$ cat src/smd_defines.svh
// Constants for the subtract-from-memory datapath
`ifndef SMD_DEFINES_SVH
`define SMD_DEFINES_SVH
`define SMD_DATA_W 8
`define SMD_ADDR_W 5
`define SMD_MIN_DATA_W 5
`define SMD_NIBBLE_W 4
`define SMD_WORK_RST 8'h00
`define SMD_ADDR_RST 5'h00
`define SMD_FLAG_RST 1'h0
`define SMD_FLAG_SET 1'h1
`define SMD_ONE_BIT 1'h1
`endif

$ cat src/smd_pkg.sv
// Types shared by the subtract-from-memory datapath
`default_nettype none
package smd_pkg;
  typedef enum logic {
    SMD_OP_SUB_WORK,
    SMD_OP_SUB_MEM
  } smd_op_t;
endpackage
`default_nettype wire

$ cat src/smd_datapath.sv
// Subtract datapath for the two memory-operand subtract instructions
// Behaviour
// RULE1: Subtract-into-work-register writes work register minus memory byte.
// RULE2: A borrow from the subtraction clears the carry flag to zero.
// RULE3: No borrow from the subtraction sets the carry flag to one.
// RULE4: Subtract-into-memory stores the difference to the addressed byte.
// RULE5: Both update zero, signed range and half-byte borrow flags too.
`default_nettype none
`include "smd_defines.svh"
module smd_datapath #(
  parameter int DATA_W = `SMD_DATA_W,
  parameter int ADDR_W = `SMD_ADDR_W
) (
  input wire logic i_clock,
  input wire logic i_reset_n,
  input wire logic i_op_valid,
  input wire smd_pkg::smd_op_t i_op_kind,
  input wire logic [ADDR_W-1:0] i_mem_addr,
  input wire logic [DATA_W-1:0] i_mem_data,
  input wire logic i_work_load,
  input wire logic [DATA_W-1:0] i_work_load_data,
  output logic [DATA_W-1:0] o_work_register,
  output logic o_carry_flag,
  output logic o_zero_flag,
  output logic o_half_byte_borrow_flag,
  output logic o_signed_range_flag,
  output logic o_mem_wr_en,
  output logic [ADDR_W-1:0] o_mem_wr_addr,
  output logic [DATA_W-1:0] o_mem_wr_data,
  output logic o_done
);
  import smd_pkg::*;

  if (DATA_W < `SMD_MIN_DATA_W) begin : g_width_check
    $error("DATA_W too small for half-byte borrow");
  end
  if (ADDR_W < 1) begin : g_addr_check
    $error("ADDR_W must be at least one");
  end

  logic [DATA_W-1:0] work_q;
  logic [DATA_W-1:0] work_d;
  logic carry_q;
  logic carry_d;
  logic zero_q;
  logic zero_d;
  logic half_q;
  logic half_d;
  logic range_q;
  logic range_d;
  logic mem_we_q;
  logic mem_we_d;
  logic [ADDR_W-1:0] mem_addr_q;
  logic [ADDR_W-1:0] mem_addr_d;
  logic [DATA_W-1:0] mem_data_q;
  logic [DATA_W-1:0] mem_data_d;
  logic done_q;
  logic done_d;

  logic [DATA_W-1:0] diff;
  logic no_borrow;
  logic half_no_borrow;
  logic signed_over;
  logic diff_zero;

  // Work register is always the minuend, memory byte the subtrahend
  smd_subtractor #(
    .DATA_W(DATA_W)
  ) u_subtractor (
    .i_minuend(work_q),
    .i_subtrahend(i_mem_data),
    .o_difference(diff),
    .o_no_borrow(no_borrow),
    .o_half_no_borrow(half_no_borrow),
    .o_signed_over(signed_over),
    .o_zero(diff_zero)
  );

  // Next state; an instruction wins over a work register load
  always_comb begin
    work_d = work_q;
    carry_d = carry_q;
    zero_d = zero_q;
    half_d = half_q;
    range_d = range_q;
    mem_we_d = `SMD_FLAG_RST;
    mem_addr_d = mem_addr_q;
    mem_data_d = mem_data_q;
    done_d = `SMD_FLAG_RST;
    if (i_op_valid) begin
      carry_d = no_borrow ? `SMD_FLAG_SET : `SMD_FLAG_RST; // RULE2 RULE3
      zero_d = diff_zero; // RULE5
      half_d = half_no_borrow; // RULE5
      range_d = signed_over; // RULE5
      done_d = `SMD_FLAG_SET;
      unique case (i_op_kind)
        SMD_OP_SUB_WORK: begin
          work_d = diff; // RULE1
        end
        SMD_OP_SUB_MEM: begin
          mem_we_d = `SMD_FLAG_SET; // RULE4
          mem_addr_d = i_mem_addr; // RULE4
          mem_data_d = diff; // RULE4
        end
      endcase
    end else if (i_work_load) begin
      work_d = i_work_load_data;
    end
  end

  // Register stage
  always_ff @(posedge i_clock or negedge i_reset_n) begin
    if (!i_reset_n) begin
      work_q <= DATA_W'(`SMD_WORK_RST);
      carry_q <= `SMD_FLAG_RST;
      zero_q <= `SMD_FLAG_RST;
      half_q <= `SMD_FLAG_RST;
      range_q <= `SMD_FLAG_RST;
      mem_we_q <= `SMD_FLAG_RST;
      mem_addr_q <= ADDR_W'(`SMD_ADDR_RST);
      mem_data_q <= DATA_W'(`SMD_WORK_RST);
      done_q <= `SMD_FLAG_RST;
    end else begin
      work_q <= work_d;
      carry_q <= carry_d;
      zero_q <= zero_d;
      half_q <= half_d;
      range_q <= range_d;
      mem_we_q <= mem_we_d;
      mem_addr_q <= mem_addr_d;
      mem_data_q <= mem_data_d;
      done_q <= done_d;
    end
  end

  assign o_work_register = work_q;
  assign o_carry_flag = carry_q;
  assign o_zero_flag = zero_q;
  assign o_half_byte_borrow_flag = half_q;
  assign o_signed_range_flag = range_q;
  assign o_mem_wr_en = mem_we_q;
  assign o_mem_wr_addr = mem_addr_q;
  assign o_mem_wr_data = mem_data_q;
  assign o_done = done_q;

  logic sub_work;
  logic sub_mem;
  assign sub_work = i_op_valid && (i_op_kind == SMD_OP_SUB_WORK);
  assign sub_mem = i_op_valid && (i_op_kind == SMD_OP_SUB_MEM);

  // Reference difference kept apart from the subtractor instance
  logic [DATA_W-1:0] chk_diff;
  assign chk_diff = o_work_register - i_mem_data;
endmodule
`default_nettype wire

$ cat src/smd_subtractor.sv
// Combinational subtractor with borrow-style flags
`default_nettype none
`include "smd_defines.svh"
module smd_subtractor #(
  parameter int DATA_W = `SMD_DATA_W
) (
  input wire logic [DATA_W-1:0] i_minuend,
  input wire logic [DATA_W-1:0] i_subtrahend,
  output logic [DATA_W-1:0] o_difference,
  output logic o_no_borrow,
  output logic o_half_no_borrow,
  output logic o_signed_over,
  output logic o_zero
);
  logic [DATA_W:0] full_sum;
  logic [`SMD_NIBBLE_W:0] half_sum;

  // Two's complement subtraction: carry out high means no borrow
  assign full_sum = {1'h0, i_minuend} + {1'h0, ~i_subtrahend}
                    + {{DATA_W{1'h0}}, `SMD_ONE_BIT};
  assign half_sum = {1'h0, i_minuend[`SMD_NIBBLE_W-1:0]}
                    + {1'h0, ~i_subtrahend[`SMD_NIBBLE_W-1:0]}
                    + {{`SMD_NIBBLE_W{1'h0}}, `SMD_ONE_BIT};
  assign o_difference = full_sum[DATA_W-1:0];
  assign o_no_borrow = full_sum[DATA_W];
  assign o_half_no_borrow = half_sum[`SMD_NIBBLE_W];
  assign o_signed_over = (i_minuend[DATA_W-1] != i_subtrahend[DATA_W-1])
                         && (full_sum[DATA_W-1] != i_minuend[DATA_W-1]);
  assign o_zero = (full_sum[DATA_W-1:0] == '0);
endmodule
`default_nettype wire

$ cat config.mk
export PLATFORM = sky130hd
export DESIGN_NAME = smd_datapath
export DESIGN_NICKNAME = d
export VERILOG_FILES = /design/src/smd_pkg.sv /design/src/smd_datapath.sv /design/src/smd_subtractor.sv
export VERILOG_INCLUDE_DIRS = /design/src
export SDC_FILE = /design/constraint.sdc
export NUM_CORES = 1
export LEC_CHECK = 0
export ABC_CLOCK_PERIOD_IN_PS = 2000
export BUFFER_PORTS_ARGS = -buffer_cell sky130_fd_sc_hd__buf_2
export CELL_PAD_IN_SITES_DETAIL_PLACEMENT = 1
export CELL_PAD_IN_SITES_GLOBAL_PLACEMENT = 2
export CORE_AREA = 8 8 82 84
export CTS_CLUSTER_DIAMETER = 80
export DETAILED_ROUTE_END_ITERATION = 16
export DIE_AREA = 0 0 90 92
export PLACE_DENSITY_LB_ADDON = 0.1
export SYNTH_ARGS = -nofsm -noshare
export SYNTH_HDL_FRONTEND = slang
export SYNTH_SLANG_ARGS = --single-unit
$ cat constraint.sdc
create_clock -name i_clock -period 2 [get_ports i_clock]
set_input_delay 0.5 -clock i_clock [delete_from_list [all_inputs] [get_ports i_clock]]
set_output_delay 0.5 -clock i_clock [all_outputs]
set_load 0.05 [all_outputs]
Yosys cells after proc, flatten, opt, wreduce, memory -nomap -nowiden
Index checks and enable logic that the tools add are counted.
- bits in writable memories: 0
- word-level logic and storage cells: 30
- bits in registers: 27
- output and inout port bits: 27
- memory bits (read-only): 0
- memories: 0
- bits of input ports: 26
- latch bits: 0
- $mul: 0
- mux-type cells: 7
- $add $sub $neg: 4
- divide/modulo/power cells: 0
- order comparisons: 0
- reductions and logical operators: 5
- eq/ne operators: 3
- shifts and indexed selects: 0
- bitwise logic cells: 2
- operators by type and width (cell ; count):
    8-bit two-way mux ; 3
    8-bit by 8-bit adder with 9-bit output ; 1
    9-bit by 1-bit adder with 9-bit output, second input constant ; 1
    8-bit zero test ; 1
    8-bit inverter ; 1
    4-bit by 4-bit adder with 5-bit output ; 1
    5-bit by 1-bit adder with 5-bit output, second input constant ; 1
    1-bit two-way mux ; 4
    4-bit inverter ; 1
    2-bit AND reduction ; 2
    1-bit != test ; 2
    2-bit != test, second input constant ; 1
    2-bit nonzero test ; 1
    1-bit logical AND ; 1

Depth between registers and ports, before layout
Gate-level depths: netlist of run 1.
- depth in word-level cells: 5
- gate-level depth with buffers: 8
- mapped depth without buffers: 8

By module
Synthesis of run 1 repeated with hierarchy kept, for this count alone.
- cell total of the unflattened synthesis: 140
- area total of the unflattened synthesis: 1655.3 um^2
- modules (own cells, without submodules) (module ; times used ; area an instance (um^2) ; seq. area each (um^2) ; cells each):
    smd_datapath ; 1 ; 1191.1 ; 675.6 ; 74
    smd_subtractor ; 1 ; 464.2 ; 0.0 ; 66

Least setup slack after synthesis of run 1
Ideal clock, no wire load.
- kind: register to register
- from: reg work_q[0], in the netlist o_work_register[0]
- to: reg zero_q, in the netlist o_zero_flag
- clock period less this slack: 2.226 ns
- library setup time: 0.092 ns
- data required time: 1.908 ns
- data arrival time: 2.135 ns
- buffers on the path: 0
- stages on the path, launching flop included: 9
- path slack: -0.226 ns
- path through: dfrtp_1 inv_1 ha_1 fa_1 nand2b_1 a21oi_1 xnor2_1 o2111ai_1 o31ai_2
- word-level cells in the longest chain between the ends: 3
- ends and longest elaborated chain (what ; line ; source):
    start, declared ; smd_datapath.sv:41 ; logic [DATA_W-1:0] work_q;
    start signal, assigned ; smd_datapath.sv:114 ; work_q <= DATA_W'(`SMD_WORK_RST);
    start signal, assigned ; smd_datapath.sv:124 ; work_q <= work_d;
    8-bit by 8-bit adder with 9-bit output ; smd_subtractor.sv:19 ; assign full_sum = {1'h0, i_minuend} + {1'h0, ~i_subtrahend}
    9-bit by 1-bit adder with 9-bit output ; smd_subtractor.sv:19 ;
    8-bit zero test ; smd_subtractor.sv:29 ; assign o_zero = (full_sum[DATA_W-1:0] == '0);
    end signal, assigned ; smd_datapath.sv:116 ; zero_q <= `SMD_FLAG_RST;
    end signal, assigned ; smd_datapath.sv:126 ; zero_q <= zero_d;
    end, declared ; smd_datapath.sv:45 ; logic zero_q;
Every way passes these cells.
A chain may end at the register's enable or synchronous reset.

Worst setup path after layout of run 1
- from: reg work_q[4], in the netlist o_work_register[4]
- to: reg mem_data_q[5], in the netlist o_mem_wr_data[5]
- word-level cells in the longest chain between the ends: 2
- ends and longest elaborated chain (what ; line ; source):
    8-bit by 8-bit adder with 9-bit output ; smd_subtractor.sv:19 ;
    9-bit by 1-bit adder with 9-bit output ; smd_subtractor.sv:19 ;
    end signal, assigned ; smd_datapath.sv:121 ; mem_data_q <= DATA_W'(`SMD_WORK_RST);
    end signal, assigned ; smd_datapath.sv:131 ; mem_data_q <= mem_data_d;
    end, declared ; smd_datapath.sv:55 ; logic [DATA_W-1:0] mem_data_q;
Every way passes these cells.

==> results of run 1 <==
==> cell usage after synthesis, types with 3 or more instances <==
master / count
o21a_1: 5
mux2_2: 5
o211ai_1: 3
or3_1: 3
inv_1: 14
nor2_1: 12
a21oi_1: 6
ha_1: 8
dfrtp_1: 27
o21ai_0: 13
clkbuf_1: 4
nand2_1: 20
==> worst max-delay path: stages, from the launching register on <==
cell	delay, ns
dfrtp_2	0.43
ha_1	0.33
a21o_1	0.23
or3_1	0.38
and2_4	0.19
mux2_4	0.25
==> cell usage in the layout (no fill, tap or decap), types with 2 or more instances in the layout <==
master	n
inv_1	13
o21a_1	5
nor2_2	3
a21oi_4	2
buf_2	52
o21ai_1	2
a21o_1	2
clkbuf_8	3
ha_1	8
buf_4	17
o21ai_0	11
or3_1	3
o211ai_1	3
a21oi_1	4
dfrtp_2	6
mux2_2	5
o31ai_1	2
dfrtp_1	21
nor2_1	11
a31oi_1	2
nand2_1	20
==> stage by stage <==
stage | hold slack, ns | instances
3_5_place_dp | 0.4744 | 290
5_1_grt | 0.2707 | 294
6_report | 0.2296 | 294
3_3_place_gp | 0.4701 | 290
4_1_cts | 0.2556 | 294
2_1_floorplan | 0.2044 | 154
==> power breakdown <==
part | switching, mW | internal (mW) | total (mW)
Sequential | 0.0830 | 0.688 | 0.771
Combinational | 1.04 | 0.528 | 1.57
Clock | 0.187 | 0.142 | 0.329
Total | 1.31 | 1.36 | 2.67
==> state kept, by name, summed over array words and instances, names as in the netlist <==
name	flops
o_work_register	8
o_mem_wr_addr	5
o_done	1
o_carry_flag	1
o_mem_wr_en	1
o_mem_wr_data	8
o_signed_range_flag	1
o_zero_flag	1
o_half_byte_borrow_flag	1
==> metal layers <==
metal,global-route usage,share of wire
met1,0.1361,0.43
met2,0.2055,0.52
met3,0.02608,0.039
met4,0.03329,0.0050
met5,0,0
==> worst paths after layout <==
path	startpoint	endpoint	slack [ns]
max in group asynchronous	i_reset_n	o_work_register[0]$_DFFE_PN0P_	1.31
hold reg to reg	o_mem_wr_data[7]$_DFFE_PN0P_	o_mem_wr_data[7]$_DFFE_PN0P_	0.49
hold / removal	i_reset_n	o_work_register[5]$_DFFE_PN0P_	0.23
setup / recovery	o_work_register[4]$_DFFE_PN0P_	o_mem_wr_data[5]$_DFFE_PN0P_	0.09
setup reg to reg	o_work_register[4]$_DFFE_PN0P_	o_mem_wr_data[5]$_DFFE_PN0P_	0.09
min in group i_clock	i_mem_addr[2]	o_mem_wr_addr[2]$_DFFE_PN0P_	0.45
==> logic make-up after synthesis <==
kind of cell    Yosys count  synth area share
fa+ha+maj                 9           0.07967
mux                       6           0.04730
buf+inv                  19           0.04813
flops                    27            0.4481
compound gates           46            0.2266
xor+xnor                  3           0.01743
simple gates             44            0.1328
==> area by class of cell <==
cell class	instances	area [sq um]
Multi-Input combinational cell	108	819.5
Fill cell	652	3323
Tap cell	72	90.09
Timing Repair Buffer	69	387.9
Sequential cell	27	683.2
Clock buffer	3	41.29
Clock inverter	1	7.507
Inverter	14	52.55
==> metrics.md, run 1 <==
| Metric | Value |
|---|---|
| Layout Utilization | `0.3852` |
| Seq/Total Area, Yosys | `0.4481` |
| Max-cap viol count | `0` |
| Slew headroom | `0.5742` |
| Synthesized area | `between 1500 and 2000 sq um` |
| Clk sinks | `27` |
| Tightest Pin Transition | `0.6388 ns` |
| Total number of H-tree levels | `1` |
| WL/cell | `16.21 um` |
| Worst vdd ir | `~0.42 mV` |
| First-pass GRT wire length | `7824 um` |
| Clock Pin Slew Worst Setup and Hold Paths | `~0.10 ns` |
| Synth Register Bits | `27` |
| Gr usage total | `0.1157` |
| CP required | `2.17 ns` |
| Worst Setup End Kind | `flop` |
| Hold Crit Class | `primary input to async pin` |
| Area contributors post-synth | `dfrtp_1 45%, ha_1 6.6%, nand2_1 5.0%, o21ai_0 4.3%, mux2_2 3.7%` |
| Initial Util | `0.2789` |
| Layout cell share with drive strength beyond 1 | `0.4640` |
| Cts bufs inserted | `3` |
| Status | `complete, no violations` |
| Nets | `258` |
| Via density | `4.690` |
| CTS Root Cell | `clkbuf_8` |
| I/O Buffers | `52` |
| Initial antenna violation count | `0` |
| Cts repair resizes | `0` |
| DR DRC count | `0` |
| PnR worst setup slack | `between 0.08 and 0.09 ns` |
| Area grow syn2layout | `38.09%` |
| Maximum fanout along the worst path | `4` |
| Unrepaired setup endpoints after global routing | `true` |
| Largest net degree at the start of global routing | `28` |
| Syn Inst Count | `approximately 150` |
| # hold bufs at CTS | `0` |
| Top Ports | `53` |
| Final Cell Area | `2082 sq um` |
| Power Density | `1284 nW/um^2` |
| Share of the synthesized area in the top cell type | `0.4481` |
| Setup TNS | `0 ns` |
| Syn avg cell area | `9.790 sq um` |
| Maximum clock frequency | `around 520 MHz` |
| Vias in the first global route | `roughly 1500` |
| Crit path launch type | `flop` |
| Clk buf depth | `2` |
| CP arrival | `2.08 ns` |
| Die area | `8280 sq um` |
| Final ANT Viol Nets | `0` |
| Synth async-reset ratio | `1.000` |
| Final min period | `1.912 ns` |
| CORE AREA | `5405 sq um` |
| Hpwl dp | `3764 um` |
| Yosys top cell by area | `dfrtp_1` |
| Syn nets | `189` |
| WL final | `around 4800 um` |
| Gpl congestion | `between 0.7 and 0.8` |
| Die height | `92 um` |
| Prevailing post-synth register cell | `dfrtp_1` |
| First-pass iteration count of the detailed router | `4` |
| R2R cell count | `5` |
| P_leak | `about 1.0 nW` |
| Total grt overflow | `0` |
| Die span in x | `90 um` |
| Number of synthesized flops with an enable pin | `0` |
| YS warnings | `0` |
| Setup violators final | `0` |
| # Post-CTS Setup Buffers | `0` |
| DR vias | `1379` |
| Initial drt markers | `38` |
| Tot Pwr | `2.673 mW` |
| Latest clock arrival within the worst-skew pair | `roughly 0.28 ns` |
| Antenna cells | `0` |
| Placed instance area | `1987 sq um` |
| Hold Fails Final Rpt | `0` |
| Final worst clock skew | `0.003618 ns` |
| Cell Rows | `27` |
| Fin crit share | `0.9562` |
| CTS tree | `built` |
| Path type of the worst setup path | `flop to flop` |
| Final max-slew violation count | `0` |
| Netlist cell types | `39` |
| Dpl ws | `-0.1677 ns` |
No activity file was read; power rests on OpenSTA's default activity.
==> run 2: changes to the inputs <==
--- a/config.mk
+++ b/config.mk
@@ -10,10 +10,11 @@
 export BUFFER_PORTS_ARGS = -buffer_cell sky130_fd_sc_hd__buf_2
 export CELL_PAD_IN_SITES_DETAIL_PLACEMENT = 1
 export CELL_PAD_IN_SITES_GLOBAL_PLACEMENT = 2
-export CORE_AREA = 8 8 82 84
+export CORE_AREA = 8 8 80 82
+export CTS_BUF_LIST = sky130_fd_sc_hd__clkbuf_8
 export CTS_CLUSTER_DIAMETER = 80
 export DETAILED_ROUTE_END_ITERATION = 16
-export DIE_AREA = 0 0 90 92
+export DIE_AREA = 0 0 88 90
 export PLACE_DENSITY_LB_ADDON = 0.1
 export SYNTH_ARGS = -nofsm -noshare
 export SYNTH_HDL_FRONTEND = slang
==> run 2 against run 1 <==
  * Critical path depth up 3
  * Die area fell by 4.3%
  * Utilization rose by 1.3 points
  * Sequential share of layout area about the same
  * Count of clock-buffer cells in the layout is the same
  * Worst setup slack better by 0.018 ns
  * Final area barely moved
  * Largest power group unchanged
  * Largest cell class unchanged
==> metrics.md, run 2 (synthesis gave the netlist of run 1 again) <==
| Metric | Value |
|---|---|
| Combinational Power Share | `0.586 (was 0.588)` |
| Antenna cells | `0 (unchanged)` |
| Area grow syn2layout | `38.17% (was 38.09%)` |
| PnR worst setup slack | `0.1052 ns (was 0.08762 ns)` |
| Crit path cell chain | `inv_2 > ha_1 > fa_2 > nand2b_4 > a21oi_4 > xnor2_2 > o2111ai_2 > o31ai_2 (was ha_1 > a21o_1 > or3_1 > and2_4 > mux2_4)` |
| Clock Pin Slew Worst Setup and Hold Paths | `0.11 ns (was 0.10 ns)` |
| Power Density | `1274 nW/um^2 (was 1284 nW/um^2)` |
| Setup violators final | `0 (unchanged)` |
| Gr usage total | `0.1232 (was 0.1157)` |
| Crit. Startpoint | `o_work_register[0]$_DFFE_PN0P_ (was o_work_register[4]$_DFFE_PN0P_)` |
| WP depth | `8 (was 5)` |
| Initial drt markers | `43 (was 38)` |
| Cts bufs inserted | `3 (unchanged)` |
| P_int | `1.356 mW (was 1.358 mW)` |
| Clock share of power | `0.124 (was 0.123)` |
| Setup TNS | `0 ns (unchanged)` |
| # hold bufs at CTS | `0 (unchanged)` |
| CTS tree | `built (unchanged)` |
| Commonest cells after routing, fill and taps aside | `52 x buf_2, 21 x dfrtp_1, 20 x nand2_1 (unchanged)` |
| Total number of H-tree levels | `1 (unchanged)` |
| Clk buf depth | `2 (unchanged)` |
| Cell Rows | `27 (unchanged)` |
| Largest net degree at the start of global routing | `28 (unchanged)` |
| Worst path bufs/invs | `1 (was 0)` |
| Layout Utilization | `0.3978 (was 0.3852)` |
| DR DRC count | `0 (unchanged)` |
| Die height | `90 um (was 92 um)` |
| Worst Setup End Kind | `flop (unchanged)` |
| Sequential share of power | `0.290 (was 0.289)` |
| Die area | `7920 sq um (was 8280 sq um)` |
| Final ANT Viol Nets | `0 (unchanged)` |
| Sw frac | `0.4892 (was 0.4919)` |
| WL/cell | `15.74 um (was 16.21 um)` |
| WL final | `4627 um (was 4765 um)` |
| Final min period | `1.895 ns (was 1.912 ns)` |
| Maximum clock frequency | `527.7 MHz (was 522.9 MHz)` |
| I/O Buffers | `52 (unchanged)` |
| Commonest non-fill, non-tap cell in the layout | `buf_2 (unchanged)` |
| R2R cell count | `8 (was 5)` |
| CORE AREA | `5236 sq um (was 5405 sq um)` |
| Critical Path Max Stage Delay | `0.38 ns (was 0.43 ns)` |
| First-pass iteration count of the detailed router | `2 (was 4)` |
| Latest clock arrival within the worst-skew pair | `0.28 ns (about the same)` |
| Slew headroom | `0.5680 (was 0.5742)` |
| Final worst clock skew | `0.007485 ns (was 0.003618 ns)` |
| Path type of the worst setup path | `flop to flop (unchanged)` |
| Gpl congestion | `0.8078 (was 0.7969)` |
| Layout cell share with drive strength beyond 1 | `0.4640 (unchanged)` |
| Initial antenna violation count | `0 (unchanged)` |
| P_leak | `1.002 nW (was 1.004 nW)` |
| Dpl ws | `-0.1463 ns (was -0.1677 ns)` |
| Tot Pwr | `2.654 mW (was 2.673 mW)` |
| Initial Util | `0.2879 (was 0.2789)` |
| Hold Crit Class | `primary input to async pin (unchanged)` |
| First-pass GRT wire length | `7776 um (was 7824 um)` |
| Hpwl dp | `3699 um (was 3764 um)` |
| Max-cap viol count | `0 (unchanged)` |
| Maximum fanout along the worst path | `3 (was 4)` |
| Vias in the first global route | `1572 (was 1509)` |
| Nets | `258 (unchanged)` |
| Slowest CP cell | `dfrtp_2 (unchanged)` |
| Status | `complete, no violations (unchanged)` |
| CTS Root Cell | `clkbuf_8 (unchanged)` |
| Reg2reg start | `o_work_register[0]$_DFFE_PN0P_ (was o_work_register[4]$_DFFE_PN0P_)` |
| Die span in x | `88 um (was 90 um)` |
| Final Hold Slack | `0.2305 ns (was 0.2296 ns)` |
| CP delay by family, top | `adder cells (was simple AND/OR/NAND/NOR gates)` |
| Final max-slew violation count | `0 (unchanged)` |
| Sw power | `1.298 mW (was 1.315 mW)` |
| Fin crit share | `0.9474 (was 0.9562)` |
| CP required | `2.20 ns (was 2.17 ns)` |
| Fill count | `632 (was 652)` |
| Tightest Pin Transition | `0.6480 ns (was 0.6388 ns)` |
| Total grt overflow | `0 (unchanged)` |
| Hold Fails Final Rpt | `0 (unchanged)` |
| Via density | `4.690 (unchanged)` |
| Crit path launch type | `flop (unchanged)` |
| Top Ports | `53 (unchanged)` |
| Worst vdd ir | `0.3676 mV (was 0.4250 mV)` |
| Unrepaired setup endpoints after global routing | `true (unchanged)` |
| Clk sinks | `27 (unchanged)` |
| CP arrival | `2.09 ns (was 2.08 ns)` |
| DR vias | `1379 (unchanged)` |
run 2: cell counts in the layout (fill, tap and decap cells not counted):
No cell type changed its count.
run 2: metrics by stage:
stage / instances / cell area (sq um)
after floorplan: 154 / 1529
after global placement: 290 / 1987
after detailed placement: 290 / 1987
after CTS: 294 / 2036
after global routing: 294 / 2083
final: 294 / 2083
run 2: worst reg2reg max path, stage by stage (launching register included):
cell and delay, ns:
dfrtp_2 0.38, inv_2 0.04, ha_1 0.20, fa_2 0.35, nand2b_4 0.17, a21oi_4 0.18
xnor2_2 0.16, o2111ai_2 0.15, o31ai_2 0.19
run 2: layout make-up:
class	instances	area (sq um)	share of cell area
clock buffer	3	41.29	0.01982
inverter	14	52.55	0.02523
timing repair buffer	69	387.9	0.1862
sequential	27	683.2	0.3279
multi-input combinational	108	820.8	0.3940
clock inverter	1	7.507	0.003604
tap	72	90.09	0.04324
run 2: routing by layer:
metal / GRT usage / vias to the layer above / part of all wire
met2: 0.2185 / 30 / 0.51
met5: 0 / - / 0
met3: 0.02548 / 4 / 0.049
met1: 0.1422 / 672 / 0.43
li1: - / 673 / -
met4: 0.03443 / 0 / 0.0093
run 2: final timing paths:
path	to	slack, ns
setup / recovery	o_zero_flag$_DFFE_PN0P_	0.11
hold / removal	o_work_register[5]$_DFFE_PN0P_	0.23
setup reg to reg	o_zero_flag$_DFFE_PN0P_	0.11
hold reg to reg	o_mem_wr_data[2]$_DFFE_PN0P_	0.49
max in group asynchronous	o_work_register[0]$_DFFE_PN0P_	1.30
min in group i_clock	o_done$_DFF_PN0_	0.37
run 2: what timing repair did:
action / CTS / global route
setup buffers: 0 / 0
gates resized for setup: 0 / 8
endpoints found under the setup margin: 0 / 3
run 2: power by group through the flow:
stage / clock network [mW] / logic [mW] / registers, mW
6_report: 0.330 / 1.55 / 0.769
5_1_grt: 0.376 / 1.67 / 0.793
4_1_cts: 0.356 / 1.52 / 0.772
3_5_place_dp: 0 / 1.51 / 0.783
3_3_place_gp: 0 / 1.49 / 0.780
2_1_floorplan: 0 / 0.541 / 1.27
==> run 3: changes to the inputs <==
--- a/config.mk
+++ b/config.mk
@@ -6,7 +6,7 @@
 export SDC_FILE = /design/constraint.sdc
 export NUM_CORES = 1
 export LEC_CHECK = 0
-export ABC_CLOCK_PERIOD_IN_PS = 2000
+export ABC_CLOCK_PERIOD_IN_PS = 1800
 export BUFFER_PORTS_ARGS = -buffer_cell sky130_fd_sc_hd__buf_2
 export CELL_PAD_IN_SITES_DETAIL_PLACEMENT = 1
 export CELL_PAD_IN_SITES_GLOBAL_PLACEMENT = 2
==> constraint.sdc (replaced) <==
create_clock -name i_clock -period 1.8 [get_ports i_clock]
set_input_delay 0.45 -clock i_clock [delete_from_list [all_inputs] [get_ports i_clock]]
set_output_delay 0.45 -clock i_clock [all_outputs]
set_load 0.05 [all_outputs]
==> run 3 against run 2 <==
  * Count of clock-buffer cells in the layout did not move
  * Largest power group unchanged
  * Largest cell class unchanged
  * Final area rose by 6.4%
  * Critical path type unchanged
  * The flow now finishes with violations (setup timing)
  * Clock skew fell by 0.0065 ns
  * Critical path depth fell by 2
  * Highest routed layer unchanged
  * Utilization rose by 2.5 points
  * Cell count rose by 1.7%
  * Fmax rose by 0.31%
==> metrics.md, run 3 (synthesis gave the netlist of run 1 again) <==
| Metric | Value |
|---|---|
| Path type of the worst setup path | `flop to flop (unchanged)` |
| DR vias | `1433 (was 1379)` |
| Reg2reg start | `o_work_register[1]$_DFFE_PN0P_ (was o_work_register[0]$_DFFE_PN0P_)` |
| Gpl congestion | `0.7979 (was 0.8078)` |
| Setup TNS | `-0.1794 ns (was 0 ns)` |
| Critical Path Max Stage Delay | `0.45 ns (was 0.38 ns)` |
| Non-filler cells, final | `299 (was 294)` |
| Violated checks | `setup timing` |
| Commonest cells after routing, fill and taps aside | `52 x buf_2, 22 x buf_4, 20 x nand2_1 (was 52 x buf_2, 21 x dfrtp_1, 20 x nand2_1)` |
| Vias in the first global route | `1635 (was 1572)` |
| Via density | `4.793 (was 4.690)` |
| Total number of H-tree levels | `1 (unchanged)` |
| Crit path launch type | `flop (unchanged)` |
| Area grow syn2layout | `46.97% (was 38.17%)` |
| Crit path cell chain | `ha_4 > nand2b_1 > a211oi_4 > o311a_4 > o2111ai_1 > o31ai_2 (was inv_2 > ha_1 > fa_2 > nand2b_4 > a21oi_4 > xnor2_2 > o2111ai_2 > o31ai_2)` |
| Nets | `263 (was 258)` |
| Clk sinks | `27 (unchanged)` |
| R2R setup slack | `-0.09 ns (was 0.11 ns)` |
| Largest net degree at the start of global routing | `28 (unchanged)` |
| Final min period | `1.889 ns (was 1.895 ns)` |
| Fill count | `619 (was 632)` |
| Cell Rows | `27 (unchanged)` |
| CTS Root Cell | `clkbuf_8 (unchanged)` |
| Final max-slew violation count | `0 (unchanged)` |
| First-pass iteration count of the detailed router | `4 (was 2)` |
| P_leak | `1.038 nW (was 1.002 nW)` |
| Fin crit share | `1.049 (was 0.9474)` |
| R2R cell count | `6 (was 8)` |
| Maximum fanout along the worst path | `5 (was 3)` |
| Placed cell count | `293 (was 290)` |
| Grt met1 use | `0.1403 (was 0.1422)` |
| Grt met3 use | `0.02821 (was 0.02548)` |
| CP delay by family, top | `compound AO/OA/AOI/OAI gates (was adder cells)` |
| Setup violators final | `5 (was 0)` |
| Commonest non-fill, non-tap cell in the layout | `buf_2 (unchanged)` |
| Worst vdd ir | `0.4493 mV (was 0.3676 mV)` |
| Slew headroom | `0.5646 (was 0.5680)` |
| PnR worst setup slack | `-0.08905 ns (was 0.1052 ns)` |
| CTS tree | `built (unchanged)` |
| Hold Fails Final Rpt | `0 (unchanged)` |
| Initial drt markers | `43 (unchanged)` |
| Final worst clock skew | `0.0009574 ns (was 0.007485 ns)` |
| Top Ports | `53 (unchanged)` |
| WL final | `5078 um (was 4627 um)` |
| Tightest Pin Transition | `0.6532 ns (was 0.6480 ns)` |
| WL/cell | `16.98 um (was 15.74 um)` |
| Die span in x | `88 um (unchanged)` |
| Final ANT Viol Nets | `0 (unchanged)` |
| R2R Path End | `o_zero_flag$_DFFE_PN0P_ (unchanged)` |
| WP depth | `6 (was 8)` |
| Die area | `7920 sq um (unchanged)` |
| Latest clock arrival within the worst-skew pair | `0.29 ns (was 0.28 ns)` |
| Gr usage total | `0.1324 (was 0.1232)` |
| Hpwl dp | `3931 um (was 3699 um)` |
| Die height | `90 um (unchanged)` |
| First-pass GRT wire length | `8211 um (was 7776 um)` |
| Clock Pin Slew Worst Setup and Hold Paths | `0.11 ns (about the same)` |
| Initial Util | `0.2879 (unchanged)` |
| Status | `finished, violations left (was complete, no violations)` |
| Total grt overflow | `0 (unchanged)` |
| GR Util met2 | `0.2473 (was 0.2185)` |
| Tot Pwr | `3.205 mW (was 2.654 mW)` |
| Antenna cells | `0 (unchanged)` |
| CP arrival | `2.10 ns (was 2.09 ns)` |
| GR peak layer | `met2 (unchanged)` |
| CORE AREA | `5236 sq um (unchanged)` |
| Worst Setup End Kind | `flop (unchanged)` |
| Layout cell share with drive strength beyond 1 | `0.5110 (was 0.4640)` |
| CP endpoint | `o_zero_flag$_DFFE_PN0P_ (unchanged)` |
| Crit. Startpoint | `o_work_register[1]$_DFFE_PN0P_ (was o_work_register[0]$_DFFE_PN0P_)` |
| Slowest CP cell | `dfrtp_2 (unchanged)` |
| Hold Crit Class | `primary input to async pin (unchanged)` |
| Max-cap viol count | `0 (unchanged)` |
| Unrepaired setup endpoints after global routing | `true (unchanged)` |
| Maximum clock frequency | `529.4 MHz (was 527.7 MHz)` |
| Clk buf depth | `2 (unchanged)` |
| Cts bufs inserted | `3 (unchanged)` |
| CP required | `2.01 ns (was 2.20 ns)` |
| Power Density | `1446 nW/um^2 (was 1274 nW/um^2)` |
| DR DRC count | `0 (unchanged)` |
| Worst path bufs/invs | `0 (was 1)` |
| I/O Buffers | `52 (unchanged)` |
| # hold bufs at CTS | `0 (unchanged)` |
| Initial antenna violation count | `0 (unchanged)` |
-- run 3: final cells by class --
cell class,count,area [sq um],area share
Multi-Input combinational cell,108,912.1,0.4116
Tap cell,72,90.09,0.04065
Clock inverter,1,8.758,0.003953
Clock buffer,3,41.29,0.01863
Inverter,14,52.55,0.02372
Sequential cell,27,685.7,0.3094
Timing Repair Buffer,74,425.4,0.1920
-- run 3: per-layer routing --
metal,vias to the layer above,wire length (um)
met5,-,0
met1,706,1982
met3,9,230
met2,30,2783
met4,0,82
li1,688,-
-- run 3: worst min-delay path by stage --
stage / from / end / depth (start not counted)
3_3_place_gp: o_mem_wr_data[2]$_DFFE_PN0P_ / o_mem_wr_data[2]$_DFFE_PN0P_ / 2
5_1_grt: i_reset_n / o_mem_wr_addr[2]$_DFFE_PN0P_ / 1
2_1_floorplan: i_reset_n / o_carry_flag$_DFFE_PN0P_ / 0
6_report: i_reset_n / o_mem_wr_addr[3]$_DFFE_PN0P_ / 1
3_5_place_dp: o_mem_wr_data[1]$_DFFE_PN0P_ / o_mem_wr_data[1]$_DFFE_PN0P_ / 2
4_1_cts: i_reset_n / o_mem_wr_data[4]$_DFFE_PN0P_ / 1
-- run 3: worst reg2reg max path: stages (launching register included) --
cell	delay [ns]
dfrtp_2	0.45
ha_4	0.27
nand2b_1	0.11
a211oi_4	0.38
o311a_4	0.27
o2111ai_1	0.14
o31ai_2	0.20
-- run 3: stage by stage --
step	hold WS, ns	util	setup WS, ns	area [sq um]
2_1_floorplan	0.1544	-	-0.1495	1602
3_3_place_gp	0.4658	0.3976	-0.2287	2082
3_5_place_dp	0.4772	0.3976	-0.2955	2082
4_1_cts	0.2090	0.4203	-0.08408	2201
5_1_grt	0.2236	0.4232	-0.1721	2216
6_report	0.1705	0.4232	-0.08905	2216
-- run 3: repair_timing --
item,CTS,global route
setup endpoints to repair,8,8
buffers inserted,1,1
gates resized for setup,10,3
pin swaps,9,4
-- run 3: report_power, final --
part | internal (mW) | total, mW | leakage, nW | switching [mW]
Sequential | 0.767 | 0.869 | 0.315 | 0.102
Combinational | 0.711 | 1.94 | 0.697 | 1.23
Clock | 0.164 | 0.399 | 0.0261 | 0.235
